`config.mk`:
```
export PLATFORM = sky130hd
export DESIGN_NAME = terminal_channel_job_sequencer
export DESIGN_NICKNAME = d
export VERILOG_FILES = /design/src/tcj_pkg.sv /design/src/terminal_channel_job_sequencer.sv
export VERILOG_INCLUDE_DIRS = /design/src
export SDC_FILE = /design/constraint.sdc
export NUM_CORES = 1
export LEC_CHECK = 0
export BUFFER_PORTS_ARGS = -buffer_cell sky130_fd_sc_hd__buf_2
export CAP_MARGIN = 5
export CORE_MARGIN = 3
export CORE_UTILIZATION = 53
export CTS_CLUSTER_DIAMETER = 40
export DETAILED_ROUTE_END_ITERATION = 10
export PLACE_DENSITY = 0.77
export REMOVE_ABC_BUFFERS = 1
export SYNTH_ARGS = -nofsm -noshare
export SYNTH_HDL_FRONTEND = slang
export SYNTH_SLANG_ARGS = --single-unit
```
`constraint.sdc`:
```
create_clock -name REF_CLK_I -period 11.32 [get_ports REF_CLK_I]
set_input_delay 0.566 -clock REF_CLK_I [delete_from_list [all_inputs] [get_ports REF_CLK_I]]
set_output_delay 0.566 -clock REF_CLK_I [all_outputs]
set_load 0.02 [all_outputs]
```
`src/tcj_regs.svh`:
```
// Register offsets, field positions, reset values and timing of the job sequencer.
`ifndef TCJ_REGS_SVH
`define TCJ_REGS_SVH
`define CMD_OFF 12'h000
`define STAT_OFF 12'h004
`define CMD_RST 5'h00
`define B_LOW 0
`define B_HIGH 1
`define B_ABORT 2
`define B_RREQ 3
`define B_ROK 4
`define LOW_HDR 24'h000100
`define HIGH_HDR 24'h000108
`define W_LINK 3'h0
`define W_DIR 3'h2
`define W_PORT 3'h3
`define W_CMD 3'h4
`define W_STAT 3'h5
`define W_MSG 3'h6
`define W_ERR 3'h7
`define CA_BIT 31
`define DIR_BIT 16
`define OPT1_BIT 31
`define OPT2_BIT 30
`define OPT3_BIT 29
`define CLK_NS 20
`define TO_NS 20000
`define TO_CYC ((`TO_NS + `CLK_NS - 1) / `CLK_NS)
`endif

```
`src/tcj_pkg.sv`:
```
// Types shared by the terminal channel job sequencer.
package tcj_pkg;
	typedef enum logic [14:0] {
		S_IDLE = 15'h0001,
		S_HDR = 15'h0002,
		S_FETCH = 15'h0004,
		S_DGO = 15'h0008,
		S_DRD = 15'h0010,
		S_SEND = 15'h0020,
		S_DRX = 15'h0040,
		S_DWR = 15'h0080,
		S_SCW2 = 15'h0100,
		S_WAIT3 = 15'h0200,
		S_RELNK = 15'h0400,
		S_REREAD = 15'h0800,
		S_WB7 = 15'h1000,
		S_WB5 = 15'h2000,
		S_NEXT = 15'h4000
	} fsm_type;
	typedef enum logic [1:0] {
		K_CW1 = 2'h0,
		K_DATA = 2'h1,
		K_CW2 = 2'h2
	} kind_type;
	typedef struct packed {
		logic ctrl;
		logic par;
		logic [31:0] data;
	} link_word_type;
	typedef struct packed {
		logic req;
		logic we;
		logic [23:0] addr;
		logic [31:0] wdata;
	} mem_req_type;
	typedef struct packed {
		fsm_type st;
		kind_type kind;
		logic [2:0] idx;
		logic [23:0] base, link, addr, saved;
		logic saved_v, hi, dir, o1, o2, o3, mism, to, pe, w7, c2d, c3d, abj, stl;
		logic txv, rxr, rdy, err;
		logic [7:0] port;
		logic [15:0] cnt, msg1, msg2, msg3, sstat, cerr;
		logic [4:0] cmd;
		logic [11:0] tmo;
		logic [31:0] rdat;
		link_word_type tx;
		mem_req_type mem;
	} seq_state_type;
endpackage : tcj_pkg

```
`src/terminal_channel_job_sequencer.sv`:
```
// Descriptor-driven job sequencer for a terminal data channel.
`include "tcj_regs.svh"
module terminal_channel_job_sequencer (
	input wire logic REF_CLK_I, // System clock.
	input wire logic RST_I, // Asynchronous reset, active high.
	input wire logic PSEL_I, // APB select.
	input wire logic PENABLE_I, // APB enable.
	input wire logic PWRITE_I, // APB direction.
	input wire logic [11:0] PADDR_I, // APB byte address.
	input wire logic [31:0] PWDATA_I, // APB write data.
	output logic PREADY_O, // APB ready.
	output logic [31:0] PRDATA_O, // APB read data.
	output logic PSLVERR_O, // APB error.
	output tcj_pkg::mem_req_type MEM_REQ_O, // Memory request.
	input wire logic MEM_ACK_I, // Memory acknowledge.
	input wire logic [31:0] MEM_RDATA_I, // Memory read data.
	output tcj_pkg::link_word_type LINK_TX_O, // Word to selector unit.
	output logic LINK_TX_VALID_O, // Outbound word valid.
	input wire logic LINK_TX_READY_I, // Selector unit takes word.
	input tcj_pkg::link_word_type LINK_RX_I, // Word from selector unit.
	input wire logic LINK_RX_VALID_I, // Inbound word valid.
	output logic LINK_RX_READY_O, // Sequencer takes word.
	output logic [7:0] PORT_SEL_O // Port of the current job.
);
	tcj_pkg::seq_state_type q, d;
	logic acc, ack, rxa;

	// ------------------------------------------------------------
	// Helpers
	// ------------------------------------------------------------
	// even parity
	function automatic logic par(input logic c, input logic [31:0] w);
		return ^{c, w};
	endfunction : par

	function automatic logic [23:0] wadr(input logic [23:0] b, input logic [2:0] i);
		return {b[23:3], i};
	endfunction : wadr

	function automatic tcj_pkg::mem_req_type issue(input logic we, input logic [23:0] a,
		input logic [31:0] w);
		return {1'b1, we, a, w};
	endfunction : issue

	function automatic logic is_job(input tcj_pkg::fsm_type s);
		return s inside {tcj_pkg::S_DGO, tcj_pkg::S_DRD, tcj_pkg::S_SEND, tcj_pkg::S_DRX,
			tcj_pkg::S_DWR, tcj_pkg::S_SCW2, tcj_pkg::S_WAIT3, tcj_pkg::S_RELNK,
			tcj_pkg::S_REREAD, tcj_pkg::S_WB7, tcj_pkg::S_WB5};
	endfunction : is_job

	function automatic tcj_pkg::fsm_type post(input tcj_pkg::seq_state_type s);
		logic n2, n3;
		n2 = !s.o2 && !s.c2d;
		n3 = !s.o3 && !s.c3d;
		if (s.dir) begin
			post = n3 ? tcj_pkg::S_WAIT3 : (n2 ? tcj_pkg::S_SCW2 : tcj_pkg::S_RELNK);
		end else begin
			post = n2 ? tcj_pkg::S_SCW2 : (n3 ? tcj_pkg::S_WAIT3 : tcj_pkg::S_RELNK);
		end
	endfunction : post

	// Ends the job early; the status write-back still follows.
	function automatic tcj_pkg::seq_state_type kill(input tcj_pkg::seq_state_type s);
		s.st = tcj_pkg::S_WB7;
		s.txv = 1'b0;
		return s;
	endfunction : kill

	assign acc = PSEL_I & PENABLE_I;
	assign ack = q.mem.req & MEM_ACK_I;
	assign rxa = q.rxr & LINK_RX_VALID_I;

	// ------------------------------------------------------------
	// Next state
	// ------------------------------------------------------------
	always_comb begin
		d = q;
		d.rdy = 1'b0;
		d.err = 1'b0;
		if (acc && !q.rdy) begin
			d.rdy = 1'b1;
			d.rdat = 32'h00000000;
			if (PADDR_I == `CMD_OFF) begin
				d.rdat = {27'h0000000, q.cmd};
			end else if (PADDR_I == `STAT_OFF) begin
				d.rdat = {q.cnt, q.port, 5'h00, q.saved_v, q.hi, q.st != tcj_pkg::S_IDLE};
			end else begin
				d.err = 1'b1;
			end
		end
		case (q.st)
			tcj_pkg::S_IDLE: begin
				if (q.cmd[`B_HIGH]) begin
					d.hi = 1'b1;
					d.base = `HIGH_HDR;
					d.st = tcj_pkg::S_HDR;
				end else if (q.cmd[`B_LOW]) begin
					d.hi = 1'b0;
					d.base = `LOW_HDR;
					d.st = tcj_pkg::S_HDR;
				end
			end
			tcj_pkg::S_HDR: begin
				if (!q.mem.req) begin
					d.mem = issue(1'b0, q.base, 32'h00000000);
				end else if (ack) begin
					d.mem.req = 1'b0;
					d.base = MEM_RDATA_I[23:0];
					d.idx = `W_LINK;
					d.st = tcj_pkg::S_FETCH;
				end
			end
			tcj_pkg::S_FETCH: begin
				if (!q.mem.req) begin
					d.mem = issue(1'b0, wadr(q.base, q.idx), 32'h00000000);
				end else if (ack) begin
					d.mem.req = 1'b0;
					d.idx = (q.idx == `W_LINK) ? `W_DIR : (q.idx == `W_CMD) ? `W_MSG : q.idx + 3'h1;
					case (q.idx)
						`W_LINK: begin
							if (!MEM_RDATA_I[`CA_BIT]) begin
								d.idx = `W_LINK;
								d.st = tcj_pkg::S_IDLE;
								d.cmd[q.hi ? `B_HIGH : `B_LOW] = 1'b0;
								if (q.hi && q.cmd[`B_LOW]) begin
									d.hi = 1'b0;
									d.saved_v = 1'b0;
									d.base = q.saved_v ? q.saved : `LOW_HDR;
									d.st = q.saved_v ? tcj_pkg::S_FETCH : tcj_pkg::S_HDR;
								end
							end else begin
								d.link = MEM_RDATA_I[23:0];
							end
						end
						`W_DIR: begin
							d.dir = MEM_RDATA_I[`DIR_BIT];
						end
						`W_PORT: begin
							d.port = MEM_RDATA_I[31:24];
							d.addr = MEM_RDATA_I[23:0];
						end
						`W_CMD: begin
							d.o1 = MEM_RDATA_I[`OPT1_BIT];
							d.o2 = MEM_RDATA_I[`OPT2_BIT];
							d.o3 = MEM_RDATA_I[`OPT3_BIT];
							d.cnt = MEM_RDATA_I[15:0];
						end
						default: begin
							d.msg1 = MEM_RDATA_I[31:16];
							d.msg2 = MEM_RDATA_I[15:0];
							{d.mism, d.to, d.pe, d.w7, d.c2d, d.c3d, d.abj, d.stl} = 8'h00;
							d.sstat = 16'h0000;
							d.cerr = 16'h0000;
							d.st = tcj_pkg::S_DGO;
							if (!q.o1) begin
								d.tx = {1'b1, par(1'b1, {16'h0000, MEM_RDATA_I[31:16]}),
									16'h0000, MEM_RDATA_I[31:16]};
								d.txv = 1'b1;
								d.kind = tcj_pkg::K_CW1;
								d.st = tcj_pkg::S_SEND;
							end
						end
					endcase
				end
			end
			tcj_pkg::S_DGO: begin
				if (q.cnt == 16'h0000) begin
					d.st = post(q);
				end else begin
					d.st = q.dir ? tcj_pkg::S_DRX : tcj_pkg::S_DRD;
				end
			end
			tcj_pkg::S_DRD: begin
				if (!q.mem.req) begin
					d.mem = issue(1'b0, q.addr, 32'h00000000);
				end else if (ack) begin
					d.mem.req = 1'b0;
					d.tx = {1'b0, par(1'b0, MEM_RDATA_I), MEM_RDATA_I};
					d.txv = 1'b1;
					d.kind = tcj_pkg::K_DATA;
					d.st = tcj_pkg::S_SEND;
				end
			end
			tcj_pkg::S_SEND: begin
				if (q.txv && LINK_TX_READY_I) begin
					d.txv = 1'b0;
					d.st = tcj_pkg::S_DGO;
					if (q.kind == tcj_pkg::K_DATA) begin
						d.cnt = q.cnt - 16'h0001;
						d.addr = q.addr + 24'h000001;
					end else if (q.kind == tcj_pkg::K_CW2) begin
						d.c2d = 1'b1;
						d.st = post(d);
					end
				end
			end
			tcj_pkg::S_DWR: begin
				if (!q.mem.req) begin
					d.mem = issue(1'b1, q.addr, q.tx.data);
				end else if (ack) begin
					d.mem.req = 1'b0;
					d.cnt = q.cnt - 16'h0001;
					d.addr = q.addr + 24'h000001;
					d.st = tcj_pkg::S_DGO;
				end
			end
			tcj_pkg::S_SCW2: begin
				d.tx = {1'b1, par(1'b1, {1'b0, q.mism, q.to, q.pe, 12'h000, q.msg2}),
					1'b0, q.mism, q.to, q.pe, 12'h000, q.msg2};
				d.txv = 1'b1;
				d.kind = tcj_pkg::K_CW2;
				d.st = tcj_pkg::S_SEND;
			end
			tcj_pkg::S_DRX, tcj_pkg::S_WAIT3: begin
			end
			tcj_pkg::S_RELNK: begin
				if (q.cmd[`B_ROK]) begin
					d.stl = 1'b1;
				end else begin
					d.stl = 1'b0;
					d.st = q.stl ? tcj_pkg::S_REREAD : tcj_pkg::S_WB7;
				end
			end
			tcj_pkg::S_REREAD: begin
				if (!q.mem.req) begin
					d.mem = issue(1'b0, wadr(q.base, `W_LINK), 32'h00000000);
				end else if (ack) begin
					d.mem.req = 1'b0;
					d.link = MEM_RDATA_I[23:0];
					d.st = tcj_pkg::S_WB7;
				end
			end
			tcj_pkg::S_WB7: begin
				if (!q.w7) begin
					d.st = tcj_pkg::S_WB5;
				end else if (!q.mem.req) begin
					d.mem = issue(1'b1, wadr(q.base, `W_ERR), {q.cerr, q.msg3});
				end else if (ack) begin
					d.mem.req = 1'b0;
					d.st = tcj_pkg::S_WB5;
				end
			end
			tcj_pkg::S_WB5: begin
				if (!q.mem.req) begin
					d.mem = issue(1'b1, wadr(q.base, `W_STAT),
						{1'b1, q.mism, q.to, q.pe, 12'h000, q.sstat});
				end else if (ack) begin
					d.mem.req = 1'b0;
					d.st = tcj_pkg::S_NEXT;
				end
			end
			tcj_pkg::S_NEXT: begin
				d.idx = `W_LINK;
				d.st = tcj_pkg::S_FETCH;
				d.base = q.link;
				if (q.abj) begin
					d.abj = 1'b0;
					d.hi = q.cmd[`B_HIGH];
					d.base = q.cmd[`B_HIGH] ? `HIGH_HDR : `LOW_HDR;
					d.st = tcj_pkg::S_HDR;
				end else if (!q.hi && q.cmd[`B_HIGH]) begin
					d.saved = q.link;
					d.saved_v = 1'b1;
					d.hi = 1'b1;
					d.base = `HIGH_HDR;
					d.st = tcj_pkg::S_HDR;
				end
			end
			default: begin
				d.st = tcj_pkg::S_IDLE;
			end
		endcase
		if (q.st inside {tcj_pkg::S_SEND, tcj_pkg::S_DRX, tcj_pkg::S_WAIT3}) begin
			d.tmo = q.tmo + 12'h001;
			if (q.tmo == 12'(`TO_CYC)) begin
				d.to = 1'b1;
				d = kill(d);
			end
		end else begin
			d.tmo = 12'h000;
		end
		if (rxa) begin
			if (par(LINK_RX_I.ctrl, LINK_RX_I.data) != LINK_RX_I.par) begin
				d.pe = 1'b1;
				d = kill(d);
			end else if (LINK_RX_I.ctrl) begin
				d.msg3 = LINK_RX_I.data[15:0];
				d.sstat = LINK_RX_I.data[31:16];
				d.w7 = 1'b1;
				if (q.cnt != 16'h0000) begin
					d.mism = 1'b1;
					d.cerr = q.cnt;
				end
				if (q.st == tcj_pkg::S_WAIT3 && q.cnt == 16'h0000) begin
					d.c3d = 1'b1;
					d.st = post(d);
				end else begin
					d = kill(d);
				end
			end else if (q.st == tcj_pkg::S_DRX && q.cnt != 16'h0000) begin
				d.tx.data = LINK_RX_I.data;
				d.st = tcj_pkg::S_DWR;
			end else begin
				d.mism = 1'b1;
				d = kill(d);
			end
		end
		if (q.cmd[`B_ABORT] && !q.mem.req) begin
			d.cmd[`B_ABORT] = 1'b0;
			// Cancels a request issued in this cycle, so no stale answer is taken later.
			d.mem.req = 1'b0;
			if (!q.cmd[`B_LOW] && !q.cmd[`B_HIGH]) begin
				d.st = tcj_pkg::S_IDLE;
				d.txv = 1'b0;
				d.saved_v = 1'b0;
			end else if (is_job(q.st)) begin
				d = kill(d);
				d.abj = 1'b1;
			end else if (q.st != tcj_pkg::S_IDLE) begin
				d.hi = q.cmd[`B_HIGH];
				d.base = q.cmd[`B_HIGH] ? `HIGH_HDR : `LOW_HDR;
				d.st = tcj_pkg::S_HDR;
			end
		end
		if (acc && q.rdy && PWRITE_I && PADDR_I == `CMD_OFF) begin
			d.cmd[`B_ABORT:`B_LOW] = PWDATA_I[`B_ABORT:`B_LOW];
			d.cmd[`B_RREQ] = PWDATA_I[`B_RREQ];
			if (!PWDATA_I[`B_ROK]) begin
				d.cmd[`B_ROK] = 1'b0;
			end
		end
		if (d.cmd[`B_RREQ] && is_job(q.st)) begin
			d.cmd[`B_ROK] = 1'b1;
		end
		// Not ready in the cycle after a take, so a waiting word is taken in its own slot.
		d.rxr = !rxa && (d.st inside {tcj_pkg::S_DRX, tcj_pkg::S_WAIT3, tcj_pkg::S_SEND,
			tcj_pkg::S_SCW2});
	end

	always_ff @(posedge REF_CLK_I or posedge RST_I) begin
		if (RST_I) begin
			q <= '0;
			q.st <= tcj_pkg::S_IDLE;
			q.cmd <= `CMD_RST;
		end else begin
			q <= d;
		end
	end

	assign PREADY_O = q.rdy;
	assign PRDATA_O = q.rdat;
	assign PSLVERR_O = q.err;
	assign MEM_REQ_O = q.mem;
	assign LINK_TX_O = q.tx;
	assign LINK_TX_VALID_O = q.txv;
	assign LINK_RX_READY_O = q.rxr;
	assign PORT_SEL_O = q.port;

	// ------------------------------------------------------------
	// Assertions
	// ------------------------------------------------------------
	logic fa, rxc;
	assign fa = ack && q.st == tcj_pkg::S_FETCH;
	assign rxc = rxa && LINK_RX_I.ctrl && par(LINK_RX_I.ctrl, LINK_RX_I.data) == LINK_RX_I.par;
endmodule : terminal_channel_job_sequencer

```
==> run metrics <==
sequential share of power=38.6%; Final ANT Viol Nets=0; Clock Tree Buf Depth=3; FF-to-FF setup slack=between 7000 and 8000 ps; Initial Util=53.8%; CTS Buf Count=51; Mapped Cells=2095; Clock Power Share=between 40% and 50%; Most used DFF post-synth=dfrtp_1; Cell Rows=70; Slew @ Worst Pin=1210 ps; GRT Util Overall=31.1%; Synth top area share=45.5%; area leader, netlist=dfrtp_1; critical path class=reg -> reg; Worst IR Drop VDD=146 uV; Final Cell Area=21900 um2; Crit Reg-Reg Endpoint=LINK_RX_READY_O; FF-to-FF Start=q[374]; final hold vios=0; Area after DPL=20100 um2; Die Y=199 um; routed length per instance=23.8 um; global-route wire length before repair=95.7 mm; Synth Area per Inst=9.43 um2; register area share after synthesis=between 40% and 50%; drc violations=0; most frequent cell after synthesis=nand2_1; Core ar.=between 30000 and 40000 um2; internal power=2.58 mW; Yosys Warn Count=0; IO Pins=254; TritonCTS sink count=360; switching share of power=34.0%; Max Fclk=~230 MHz; Reg2Reg Depth=7; total grt overflow=0; CP top delay family=simple AND/OR/NAND/NOR gates; Pins Over Slew Limit=0; routability congestion estimate from global placement=0.949; final worst slack=7060 ps; vias in the first global route=16500; Slowest-stage cell, CP=nor4_2; critical path launch point type=register; CP cell instances=nor4_2 > nand4_1 > nor3_1 > mux2i_1 > and2_1 > a41oi_1 > a211oi_1; routed vias=16800; proportion of layout cells with a drive suffix above 1=22.5%; main area contributors after synthesis=dfrtp_1, nand2_1, buf_4; largest net degree at the start of global routing=184; list of most frequent post-synthesis cells=nand2_1, dfrtp_1, buf_4, o21ai_0, a21oi_1; delay of the slowest critical-path stage=910 ps; minimum clock period after layout=4260 ps; worst min path class=in -> async; Pwr Density=179 nW/um2; Port Buffers=223; max-cap violations=0; crit path DAT=roughly 4700 ps; leakage=approximately 10 nW; pre-CTS setup slack=7260 ps; initial antenna violation count=5; synth unique cells=86; combinational power share=20.8%; nets@finish=~2300; unrepaired setup endpoints after global routing=false; CTS HTree Levels=2; Post-synth EDFFs=0; Sum Neg Setup Slack=0 ps; CTS Hold Bufs=0; Clock Latency Late Sink=610 ps; period utilisation layout=37.6%; CTS tree=yes; die width=around 200 um; CP max FO=11; post-cts sizing count=0; Area Overhead vs Synth=10.6%; synthesized cell area=19800 um2; CTS clk-pin slew, worst paths=50 ps; WP buf/inv=0; clk root buf=clkbuf_16; Worst setup EP type=register; overall power=3.91 mW; area of the die=~40000 um2; post-layout util=about three fifths; total routed wirelength=62.9 mm; vias per inst=roughly 6.4; worst rel slew slack=19.0%; drt pass-1 iters=9; sw power=1.33 mW; DRT iter0 DRCs=1987; status=finished clean; Clock Skew=44.4 ps; Setup-failing EPs final=0; postcts setup bufs=0; post-DP HPWL=42.9 mm; CP required=between 10000 and 15000 ps; Yosys reg bits=360; Post-synth ARST share=100%
per-layer routing:
| metal | GRT usage (%) | up-vias | share of wire (%) |
|---|---|---|---|
| met5 | 0 | - | 0.10 |
| met4 | 13.9 | 10 | 4.3 |
| met3 | 7.98 | 192 | 11 |
| met2 | 47.4 | 942 | 45 |
| met1 | 42.2 | 8265 | 39 |
| li1 | - | 7435 | - |
registers in the layout (all words and copies together) (netlist names):
| signal | count |
|---|---|
| q | 227 |
| LINK_TX_O | 34 |
| LINK_TX_VALID_O | 1 |
| PORT_SEL_O | 8 |
| PREADY_O | 1 |
| PSLVERR_O | 1 |
| PRDATA_O | 29 |
| LINK_RX_READY_O | 1 |
| MEM_REQ_O | 58 |
cells in the final DEF, fill, tap and decap left out, types with 29 or more instances in the layout:
cell	count
nand3_1	60
o31ai_1	36
o21ai_0	108
o21ai_1	51
mux2_2	85
inv_1	29
nor2_1	66
xnor2_1	71
a22o_1	35
buf_2	223
dfrtp_1	359
a222oi_1	34
nor3_1	33
clkbuf_16	52
nand2_1	399
a21oi_1	100
worst register-to-register path: stages, from the launching register on:
cell	delay [ps]
dfrtp_1	500
nor4_2	910
nand4_1	840
nor3_1	910
mux2i_1	300
and2_1	180
a41oi_1	160
a211oi_1	340
power by group through the flow:
| stage | Clock (mW) | Sequential (mW) | Combinational [mW] |
|---|---|---|---|
| floorplan | 0 | 1.52 | 0.478 |
| global placement | 0 | 1.52 | 0.778 |
| detailed placement | 0 | 1.52 | 0.790 |
| CTS | 1.60 | 1.50 | 0.798 |
| global route | 1.66 | 1.52 | 0.877 |
| finish | 1.59 | 1.51 | 0.811 |
layout make-up:
cell class              instances  area, um2
fillers                      3081      14800
clock buffers                  63       1420
diodes                          1       2.50
well taps                     468        586
multi-input cells            1439       9060
inverters                      30        120
clock inverters                32        307
flip-flops and latches        360       9010
repair buffers                252       1350
through the flow:
stage / std cells / hold WS [ps]
CTS: 2644 / 94.4
global route: 2644 / 119
floorplan: 1829 / 455
detailed placement: 2549 / 459
global placement: 2549 / 451
finish: 2645 / 77.9
logic make-up (layout without fill, tap and decap cells):
logic type / Yosys count / in the layout / share of synthesized area (%)
flip-flops: 360 / 360 / 45.6
AO/OA/AOI/OAI: 507 / 507 / 17.0
other: 1 / 4 / 0.0190
buffers and inverters: 298 / 377 / 8.94
XOR/XNOR: 92 / 92 / 4.33
multiplexers: 111 / 111 / 6.16
AND/OR/NAND/NOR: 716 / 716 / 17.3
adder cells (fa/ha/maj): 10 / 10 / 0.633
worst max path at each step:
stage,start,to,slack [ps],depth (start not counted)
floorplan,RST_I,LINK_RX_READY_O,770,1
global placement,q[374],LINK_RX_READY_O,7260,7
detailed placement,q[374],LINK_RX_READY_O,7260,7
CTS,q[367],LINK_TX_O[2],7190,7
global route,q[374],LINK_RX_READY_O,6910,7
finish,q[374],LINK_RX_READY_O,7060,7
Note: power is estimated with default switching activity, not from simulation.
